`config.mk`:
```
export PLATFORM = sky130hd
export DESIGN_NAME = fvp_host
export DESIGN_NICKNAME = d
export VERILOG_FILES = /design/src/common/fvp_pkg.sv /design/src/hdl/fvp_host.sv
export VERILOG_INCLUDE_DIRS = /design/src /design/src/common
export SDC_FILE = /design/constraint.sdc
export NUM_CORES = 1
export LEC_CHECK = 0
export BUFFER_PORTS_ARGS = -buffer_cell sky130_fd_sc_hd__clkbuf_2
export CORE_MARGIN = 5
export CORE_UTILIZATION = 40
export DETAILED_ROUTE_END_ITERATION = 12
export PLACE_DENSITY_LB_ADDON = 0.15
export REMOVE_ABC_BUFFERS = 1
export SYNTH_ARGS = -nofsm -noshare
export SYNTH_HDL_FRONTEND = slang
export SYNTH_SLANG_ARGS = --single-unit
```
`constraint.sdc`:
```
create_clock -name I_CLK -period 2.2 [get_ports I_CLK]
set_input_delay 0.22 -clock I_CLK [delete_from_list [all_inputs] [get_ports I_CLK]]
set_output_delay 0.22 -clock I_CLK [all_outputs]
set_load 0.05 [all_outputs]
```
`src/common/fvp_defines.svh`:
```
/*
 * Timing counts and command codes for the flash verify/abort host sequencer.
 * Assumes a 40 MHz system clock; the write counts are derived from it, the read wait is a fixed 5 cycles.
 */
`ifndef FVP_DEFINES_SVH
`define FVP_DEFINES_SVH

`define FVP_CLK_NS          25
`define FVP_CMD_READ        16'h0000
`define FVP_CMD_PROGRAM     16'h0040
`define FVP_CMD_VERIFY      16'h00C0
`define FVP_CMD_RESET       16'h00FF
// Write cycle minimum (slower grade), strobe low and high widths in ns
`define FVP_T_WC_NS         120
`define FVP_T_WP_NS         40
`define FVP_T_WPH_NS        20
// Write recovery before read, in us
`define FVP_T_WR_US         6
`define FVP_WP_CYC          ((`FVP_T_WP_NS + `FVP_CLK_NS - 1) / `FVP_CLK_NS)
`define FVP_WPH_CYC         ((`FVP_T_WC_NS - `FVP_T_WP_NS + `FVP_CLK_NS - 1) / `FVP_CLK_NS)
`define FVP_WR_CYC          ((`FVP_T_WR_US * 1000 + `FVP_CLK_NS - 1) / `FVP_CLK_NS)
`define FVP_RD_CYC          5
`define FVP_RETRY_MAX       8'h19

`endif

```
`src/common/fvp_pkg.sv`:
```
/*
 * Types for the flash verify/abort host sequencer.
 * Assumes fvp_defines.svh is available on the include path.
 */
package fvp_pkg;

   typedef enum logic [1:0] {
      FVP_OP_PROGRAM,
      FVP_OP_ABORT,
      FVP_OP_READ_MODE
   } fvp_op_type;

   typedef struct packed {
      logic [15:0] addr;
      logic [15:0] data;
   } fvp_word_type;

endpackage

```
`src/hdl/fvp_host.sv`:
```
/*
 * Host-side sequencer driving a 16-bit command-driven flash through its pins.
 * Assumes the flash sits on a single-chip bus with its supply already up; the host raises
 * the program voltage through O_VPP_EN for each operation; the pin inputs arrive asynchronously and are resynchronised.
 */
// Summary of operation
// - Verify starts by writing C0 command; flash then verifies last programmed word.
// - Host runs a verify read after every single word program.
// - Two consecutive writes of FF abort any program or erase.
// - Host waits at least 6 us after a write before any read.
// - Program is command 40 then a write with address and data.
// - Writing 00 returns flash to standard read mode.
`timescale 1ns/1ps
`include "fvp_defines.svh"

module fvp_host (
   // Clock and reset
   input  wire logic              I_CLK,
   input  wire logic              I_RST_B,
   // Request side
   input  wire logic              I_REQ,
   input  wire fvp_pkg::fvp_op_type I_OP,
   input  wire fvp_pkg::fvp_word_type I_WORD,
   output logic                   O_BUSY,
   output logic                   O_DONE,
   output logic                   O_FAIL,
   // Flash pins
   output logic                   O_CE_B,
   output logic                   O_OE_B,
   output logic                   O_WE_B,
   output logic                   O_VPP_EN,
   output logic [15:0]            O_ADDR,
   output logic [15:0]            O_DQ,
   output logic                   O_DQ_OE_B,
   input  wire logic [15:0]       I_DQ
);

   typedef enum logic [3:0] {
      S_IDLE, S_WLOW, S_WHIGH, S_RECOVER, S_RDWAIT, S_CHECK, S_FIN
   } fvp_state_type;

   fvp_state_type  state;
   fvp_pkg::fvp_op_type op;
   fvp_pkg::fvp_word_type word;
   logic [2:0]     step;        // Index of the write within the operation
   logic [7:0]     tries;
   logic [15:0]    timer;
   logic [15:0]    dq_meta;
   logic [15:0]    dq_sync;

   // Two-stage resynchroniser for the returned data bus
   always_ff @(posedge I_CLK or negedge I_RST_B) begin
      if (!I_RST_B) begin
         dq_meta <= 16'h0000;
         dq_sync <= 16'h0000;
      end else begin
         dq_meta <= I_DQ;
         dq_sync <= dq_meta;
      end
   end

   // Data driven for write number step of the current operation
   function automatic logic [15:0] wr_data(input fvp_pkg::fvp_op_type o,
                                          input logic [2:0] s,
                                          input logic [15:0] d);
      logic [15:0] r;
      r = `FVP_CMD_READ;
      unique case (o)
         fvp_pkg::FVP_OP_PROGRAM: begin
            if (s == 3'h0) begin
               r = `FVP_CMD_PROGRAM;
            end else if (s == 3'h1) begin
               r = d;
            end else begin
               r = `FVP_CMD_VERIFY;
            end
         end
         fvp_pkg::FVP_OP_ABORT: r = `FVP_CMD_RESET;
         fvp_pkg::FVP_OP_READ_MODE: r = `FVP_CMD_READ;
         default: r = `FVP_CMD_READ;
      endcase
      return r;
   endfunction

   // Last write index per operation: program has three, abort two, read one
   function automatic logic [2:0] last_step(input fvp_pkg::fvp_op_type o);
      logic [2:0] r;
      r = 3'h0;
      if (o == fvp_pkg::FVP_OP_PROGRAM) begin
         r = 3'h2;
      end else if (o == fvp_pkg::FVP_OP_ABORT) begin
         r = 3'h1;
      end
      return r;
   endfunction

   // Sequencer: strobes WE with CE low and OE high, so writes are never inhibited
   always_ff @(posedge I_CLK or negedge I_RST_B) begin
      if (!I_RST_B) begin
         state     <= S_IDLE;
         op        <= fvp_pkg::FVP_OP_READ_MODE;
         word      <= '0;
         step      <= 3'h0;
         tries     <= 8'h00;
         timer     <= 16'h0000;
         O_BUSY    <= 1'b0;
         O_DONE    <= 1'b0;
         O_FAIL    <= 1'b0;
         O_CE_B    <= 1'b1;
         O_OE_B    <= 1'b1;
         O_WE_B    <= 1'b1;
         O_VPP_EN  <= 1'b0;
         O_ADDR    <= 16'h0000;
         O_DQ      <= 16'h0000;
         O_DQ_OE_B <= 1'b1;
      end else begin
         O_DONE <= 1'b0;
         unique case (state)
            S_IDLE: begin
               O_CE_B    <= 1'b1;
               O_OE_B    <= 1'b1;
               O_DQ_OE_B <= 1'b1;
               if (I_REQ) begin
                  op       <= I_OP;
                  word     <= I_WORD;
                  step     <= 3'h0;
                  tries    <= 8'h00;
                  O_BUSY   <= 1'b1;
                  O_FAIL   <= 1'b0;
                  O_VPP_EN <= 1'b1;
                  state    <= S_WHIGH;
                  timer    <= 16'(`FVP_WPH_CYC);
               end
            end
            S_WHIGH: begin
               // Strobe-high phase pads each cycle to the full write cycle time
               O_CE_B    <= 1'b0;
               O_OE_B    <= 1'b1;
               O_DQ_OE_B <= 1'b0;
               O_ADDR    <= word.addr;
               O_DQ      <= wr_data(op, step, word.data);
               if (timer > 16'h0001) begin
                  timer <= timer - 16'h0001;
               end else begin
                  O_WE_B <= 1'b0;
                  timer  <= 16'(`FVP_WP_CYC);
                  state  <= S_WLOW;
               end
            end
            S_WLOW: begin
               if (timer > 16'h0001) begin
                  timer <= timer - 16'h0001;
               end else begin
                  O_WE_B <= 1'b1;
                  if (step == last_step(op)) begin
                     timer <= 16'(`FVP_WR_CYC);
                     state <= S_RECOVER;
                  end else begin
                     step  <= step + 3'h1;
                     timer <= 16'(`FVP_WPH_CYC);
                     state <= S_WHIGH;
                  end
               end
            end
            S_RECOVER: begin
               // Hold off any read until write recovery has elapsed
               O_DQ_OE_B <= 1'b1;
               if (timer > 16'h0001) begin
                  timer <= timer - 16'h0001;
               end else if (op == fvp_pkg::FVP_OP_PROGRAM) begin
                  O_OE_B <= 1'b0;
                  timer  <= 16'(`FVP_RD_CYC);
                  state  <= S_RDWAIT;
               end else begin
                  state <= S_FIN;
               end
            end
            S_RDWAIT: begin
               // Address is not re-driven meaningfully: flash holds it latched
               if (timer > 16'h0001) begin
                  timer <= timer - 16'h0001;
               end else begin
                  state <= S_CHECK;
               end
            end
            S_CHECK: begin
               O_OE_B <= 1'b1;
               if (dq_sync == word.data) begin
                  state <= S_FIN;
               end else if (tries == `FVP_RETRY_MAX) begin
                  O_FAIL <= 1'b1;
                  state  <= S_FIN;
               end else begin
                  tries <= tries + 8'h01;
                  step  <= 3'h0;
                  timer <= 16'(`FVP_WPH_CYC);
                  state <= S_WHIGH;
               end
            end
            S_FIN: begin
               O_CE_B   <= 1'b1;
               O_VPP_EN <= 1'b0;
               O_BUSY   <= 1'b0;
               O_DONE   <= 1'b1;
               state    <= S_IDLE;
            end
            default: state <= S_IDLE;
         endcase
      end
   end

endmodule

```
Word-level counts from Yosys, hierarchy flattened

Index checks and enable logic that the tools add are counted.

Add/subtract/negate cells: 3
$mul: 0
Div/mod/pow operators: 0
Order comparisons: 1
Equal/unequal tests: 23
Shift-type cells: 0
Muxes and demuxes: 52
Bitwise gates (word level): 0
Reduce and logical (&&, ||, !) cells: 23

Operators with widths:

| kind                                                            | count |
|---|---|
| two-way mux 16 bit                                              | 10 |
| case mux 16 bit (6 select lines)                                | 1 |
| two-way mux 8 bit                                               | 4 |
| case mux 16 bit (2 select lines)                                | 1 |
| two-way mux 3 bit                                               | 9 |
| case mux 4 bit (6 select lines)                                 | 1 |
| inequality test 2 bit (second input constant)                   | 11 |
| two-way mux 4 bit                                               | 5 |
| equality test 16 bit                                            | 1 |
| greater-than comparator 16 x 1 -> 1 bit (second input constant) | 1 |
| case mux 8 bit (2 select lines)                                 | 1 |
| subtractor 16 x 1 -> 16 bit (second input constant)             | 1 |
| equality test 4 x 3 -> 1 bit (second input constant)            | 3 |
| case mux 1 bit (2 select lines)                                 | 6 |
| AND reduction 6 bit                                             | 2 |
| nonzero test 2 bit                                              | 6 |
| two-way mux 1 bit                                               | 11 |
| case mux 3 bit (3 select lines)                                 | 1 |
| adder 8 x 1 -> 8 bit (second input constant)                    | 1 |
| equality test 4 x 2 -> 1 bit (second input constant)            | 2 |
| equality test 8 x 5 -> 1 bit (second input constant)            | 1 |
| AND reduction 4 bit                                             | 2 |
| AND reduction 3 bit                                             | 2 |
| nonzero test 6 bit                                              | 1 |
| other kinds (15)                                                | 18 |

Register bits after elaboration: 136
Bits in latches: 0
Bits in writable memories: 0
Bits in read-only memories: 0
Memories kept: 0

Longest topological paths before layout

Word-level depth: 9
Mapped depth: 10
Depth with buffers taken out: 9

Least setup slack after synthesis

No wires, ideal clock.

Kind: register to register
From: register state[1]
To: register tries[0]
Setup time: 0.125 ns
Arrival time: 2.244 ns
Setup slack: -0.169 ns
Stages on the path, launching flop included: 10
Clock period less this slack: 2.369 ns
Cell sequence: dfrtp_1 -> buf_6 -> nor2b_4 -> nand2_2 -> or4_4 -> or4_4 -> buf_6 -> nand2_2 -> nor2_2 -> mux2_4

Word-level cells in the longest chain between the ends: 3
Elaborated cells between the ends (all ways): 8

Ends and longest elaborated chain:

| what                                                                         | RTL line        | text |
|---|---|---|
| start, declared                                                              | fvp_host.sv:42  | `fvp_state_type state;` |
| start signal, assigned                                                       | fvp_host.sv:100 | `state <= S_IDLE;` |
| start signal, assigned                                                       | fvp_host.sv:131 | `state <= S_WHIGH;` |
| start signal, assigned                                                       | fvp_host.sv:147 | `state <= S_WLOW;` |
| equality test 4 x 3 -> 1 bit / zero test 4 bit (equally long branches)       | fvp_host.sv:118 | `unique case (state)` |
| inequality test 2 bit (no line) / nonzero test 2 bit (equally long branches) | --              |  |
| AND reduction 4 bit (no line)                                                | --              |  |
| end signal, assigned                                                         | fvp_host.sv:194 | `tries <= tries + 8'h01;` |
| end, declared                                                                | fvp_host.sv:46  | `logic [7:0] tries;` |

Parallel ways exist; a longest one is shown, timed or not.
A chain may end at the register's enable or synchronous reset.

Worst setup path after layout

From: register word[4] (netlist bit)
To: register tries[0]

Word-level cells in the longest chain between the ends: 3

Ends and longest elaborated chain:

| what                            | RTL line        | text |
|---|---|---|
| start, declared                 | fvp_host.sv:44  | `fvp_pkg::fvp_word_type word;` |
| start signal, assigned          | fvp_host.sv:102 | `word <= '0;` |
| start signal, assigned          | fvp_host.sv:125 | `word <= I_WORD;` |
| equality test 16 bit            | fvp_host.sv:188 | `if (dq_sync == word.data) begin` |
| inequality test 2 bit (no line) | --              |  |
| AND reduction 4 bit (no line)   | --              |  |

No other way between the ends.

==> results.env <==
FINAL-SEQ-AREA_UM2=3380
TIMING.FMAX_MHz=446
CRITPATHLAUNCH='word[4]'
INSERTEDDIODECOUNT=0
FIN_CRIT_NS=2.24
GRT_SETUP_UNREPAIRED='true'
FINAL_CORE_UTIL_PCT=53.9
GP_ROUTABILITY_CONGESTION=0.799
DRTPASS1ITERATIONS=5
START_UTIL_PCT=41.0
SYNTH_WARN=0
CRITICAL_PATH_REQUIRED_NS=2.50
VDD.IR_DROP.WORST_V=0.000541
CTS_SINKS=135
SYNTH_SEQ_AREA_SHARE_PCT=59.0
CLK_LATENCY_NS=0.41
SYNTH-EDFF-COUNT=0
BEGINNING_OF_THE_WORST_HOLD_PATH='I_WORD[24]'
GLOBAL_ROUTE_WIRE_LENGTH_BEFORE_REPAIR_UM=22300
END_OF_THE_CRITICAL_PATH='tries[0]'
CLK_TRANSITION_REPORTED_PATHS_NS=0.06
FINAL_CRITICAL_PATH_SETUP_SLACK_NS=-0.0435
PLACED_AREA_UM2=6660
DRC_ERRORS=0
CTS_MAX_LEVEL=4
CRITICAL_PATH.MAX_FANOUT=6
TOTALNEGATIVESETUPSLACK_NS=-0.0859
FILLER_CELL_COUNT=1268
WORST_SETUP_PATH_START_KIND='flip-flop'
PLACE.DETAILED.INSTANCES=820
CTS_BUFFER_COUNT=17
CTS_TREE='built'
AREA_OF_THE_MULTI_INPUT_GATES_UM2=2270
COUNT_OF_ROUTING_VIOLATIONS_AFTER_THE_OPENING_DETAILED_ROUTE_ITERATION=328
CAP_VIOLATIONS=0
BOUNDARYPINS=93
GRT_MAX_DEGREE=53
YS_DOMINANT_REG_CELL='dfrtp_1'
FLOORPLAN.DIE.WIDTH_UM=130
DR_TOTAL_VIAS=4394
FAILED_CHECKS='setup timing'
AVGSYNTHCELLAREA_UM2=10.8
FINAL.PERIOD_UTILIZATION_PCT=102
CLOCK_ROOT_BUFFER='clkbuf_16'
FINAL_ANTENNA_NET_COUNT=0
LEAKAGE_uW=0.00365
HOLD_VIOL_FINAL=0
FINISH.CELL_COUNT_WITHOUT_FILLERS=875
WL_UM=13300
VIA_COUNT_OF_THE_FIRST_GLOBAL_ROUTING_PASS=4539
FIN_WORST_SKEW_NS=0.00582
PLACEMENT.SETUP.WORST_SLACK_NS=-0.0962
YOSYS_REGISTER_BITS=135
NUM_ROWS=43
FP.DIEAREA_UM2=16800
ROUTE.DETAILED.VIAS_PER_INST=5.02
GRT.OVERFLOW.TOTAL=0
SETUP.WORST_PATH.END_CLASS='flip-flop'
DIE_H_UM=130
ARRIVAL_NS=2.54
CRIT-REG2REG-LAUNCH='word[4]'
WORST_HOLD_PATH_TYPE='input pin to flip-flop'
SYNTH.CELL_AREA_UM2=5730
CLOCK_TREE.BUFFER_DEPTH=2
FINAL_MAX_SLEW_VIOL_COUNT=0
WL_PER_CELL_UM=15.2
DETAILEDPLACEMENTHPWL_UM=9260
STATUS='finished with violations'
NETLIST_INSTANCES=532
SETUP.REG_TO_REG.WORST_SLACK_NS=-0.04
NUM-NETS-FINAL=742
TIMING.REG2REG.WORST_PATH_DEPTH=6
CRIT-REG2REG-CAPTURE='tries[0]'
CRIT_PATH_CATEGORY='flip-flop to flip-flop'
POWER_DENSITY_nW_PER_UM2=719
GRTUSAGETOTAL_PCT=16.9
TIGHTESTPINTRANSITION_NS=0.459
GRT_ANTENNA_BEFORE_REPAIR=0
FIN_AREA_UM2=7540
CORE_AREA_UM2=14000
YS_ASYNC_SR_FRACTION_PCT=100
AREAGROWTHSYNTHTOFINISH_PCT=31.6
NETLIST-CELL-TYPE-COUNT=55
REPORT.FINAL.SETUP_VIOL=2
PROPORTION_OF_LAYOUT_CELLS_WITH_A_DRIVE_SUFFIX_ABOVE_1_PCT=33.8
RELSLEWSLACK_PCT=69.3
PLACEMENT.IO_BUFFERS=92
## worst max-delay path, cell delays in order (launching register included)
cell and delay [ns]:
dfrtp_1 0.39, xor2_1 0.15, or4_4 0.53, or4_4 0.64
nand2_4 0.10, nor2_2 0.04, mux2_4 0.29
## how the worst min path moves through the flow
| stage | end | slack (ns) | depth (start not counted) |
|---|---|---|---|
| finish | word[24] | 0.03 | 2 |
| global route | word[9] | 0.02 | 2 |
| CTS | word[24] | 0.01 | 2 |
| detailed placement | timer[11] | 0.16 | 1 |
| global placement | timer[11] | 0.16 | 1 |
| floorplan | O_ADDR[0] | -0.08 | 0 |
## final cells by class
cell class	count	share of cell area (%)
flip-flops and latches	135	44.9
repair buffers	156	13.8
clock buffers	20	6.19
well taps	180	2.99
inverters	11	0.547
multi-input cells	361	30.1
clock inverters	12	1.54
## cells in the final DEF (no fill, tap or decap), drive strengths merged, types with 2 or more instances in the layout
cell type,n
nor2,47
or4,3
dlygate4sd3,18
nor4b,2
inv,15
a31oi,3
nor2b,8
buf,47
o21ai,47
and3,2
and2,3
nor4,4
a21o,2
ha,7
clkbuf,111
dfstp,5
or2,3
o22ai,2
nor3,11
xor2,11
nand2,94
a22o,2
nor4bb,2
clkinvlp,2
clkinv,5
a21oi,17
nand2b,3
nand4,4
nand3,15
dfrtp,130
o31ai,7
mux2,35
xnor2,12
o41ai,4
## state kept, by name, summed over array words and instances (netlist names)
| signal | cells |
|---|---|
| dq_sync | 16 |
| O_ADDR | 16 |
| O_DONE | 1 |
| timer | 16 |
| O_WE_B | 1 |
| dq_meta | 16 |
| O_DQ | 16 |
| word | 32 |
| O_FAIL | 1 |
| O_VPP_EN | 1 |
| O_CE_B | 1 |
| op | 2 |
| O_OE_B | 1 |
| tries | 8 |
| state | 3 |
| step | 3 |
| O_DQ_OE_B | 1 |
## what timing repair did
item,CTS,global route
resized for setup,5,11
endpoints found under the setup margin,24,27
endpoints found under the hold margin,57,0
buffers inserted,2,3
hold buffers,18,0
cloned,0,0
pin swaps,9,6
## kinds of logic after synthesis
| logic type | share of synthesized area (%) |
|---|---|
| AND/OR/NAND/NOR | 16.5 |
| multiplexers | 6.94 |
| AO/OA/AOI/OAI | 9.56 |
| flip-flops | 59.0 |
| buffers and inverters | 2.95 |
| adder cells (fa/ha/maj) | 1.53 |
| XOR/XNOR | 3.51 |
## metrics by stage
step | power, uW | hold WS, ns
3_3_place_gp | 2690 | 0.160
2_1_floorplan | 2580 | -0.0756
4_1_cts | 5490 | 0.0144
3_5_place_dp | 2700 | 0.163
5_1_grt | 5620 | 0.0158
6_report | 5420 | 0.0309
## synth_stat cells, types with 3 or more instances
master	n	area, um^2
clkbuf_1	13	48.8
buf_6	3	33.8
a21oi_1	17	85.1
nor2b_1	7	43.8
nand3_1	15	75.1
dfstp_2	5	131
and2_1	3	18.8
nor4_1	4	25.0
o41ai_1	4	35.0
nand2b_1	3	18.8
dfrtp_1	130	3250
buf_2	3	15.0
a31oi_1	3	18.8
nand4_1	4	25.0
buf_1	4	15.0
xor2_1	11	96.3
o31ai_1	7	52.6
mux2_2	33	372
xnor2_1	12	105
o21ai_0	23	115
nor2_1	46	173
nor3_1	10	50.1
inv_1	11	41.3
ha_1	7	87.6
nand2_1	91	342
o21ai_1	23	115
or2_2	3	18.8
## power by group
group / switching, uW / internal [uW] / total (uW)
logic: 75.7 / 74.9 / 151
clock network: 1090 / 1660 / 2750
registers: 10.1 / 2510 / 2520
total: 1170 / 4250 / 5420
## routing by layer
| layer | track usage [%] | wire [um] | vias up |
|---|---|---|---|
| li1 | - | - | 2120 |
| met1 | 21.7 | 5970 | 2158 |
| met2 | 26.9 | 6450 | 99 |
| met3 | 5.24 | 713 | 17 |
| met4 | 6.60 | 199 | 0 |
| met5 | 0 | 0 | - |
Power figures use the tool's default switching activity.
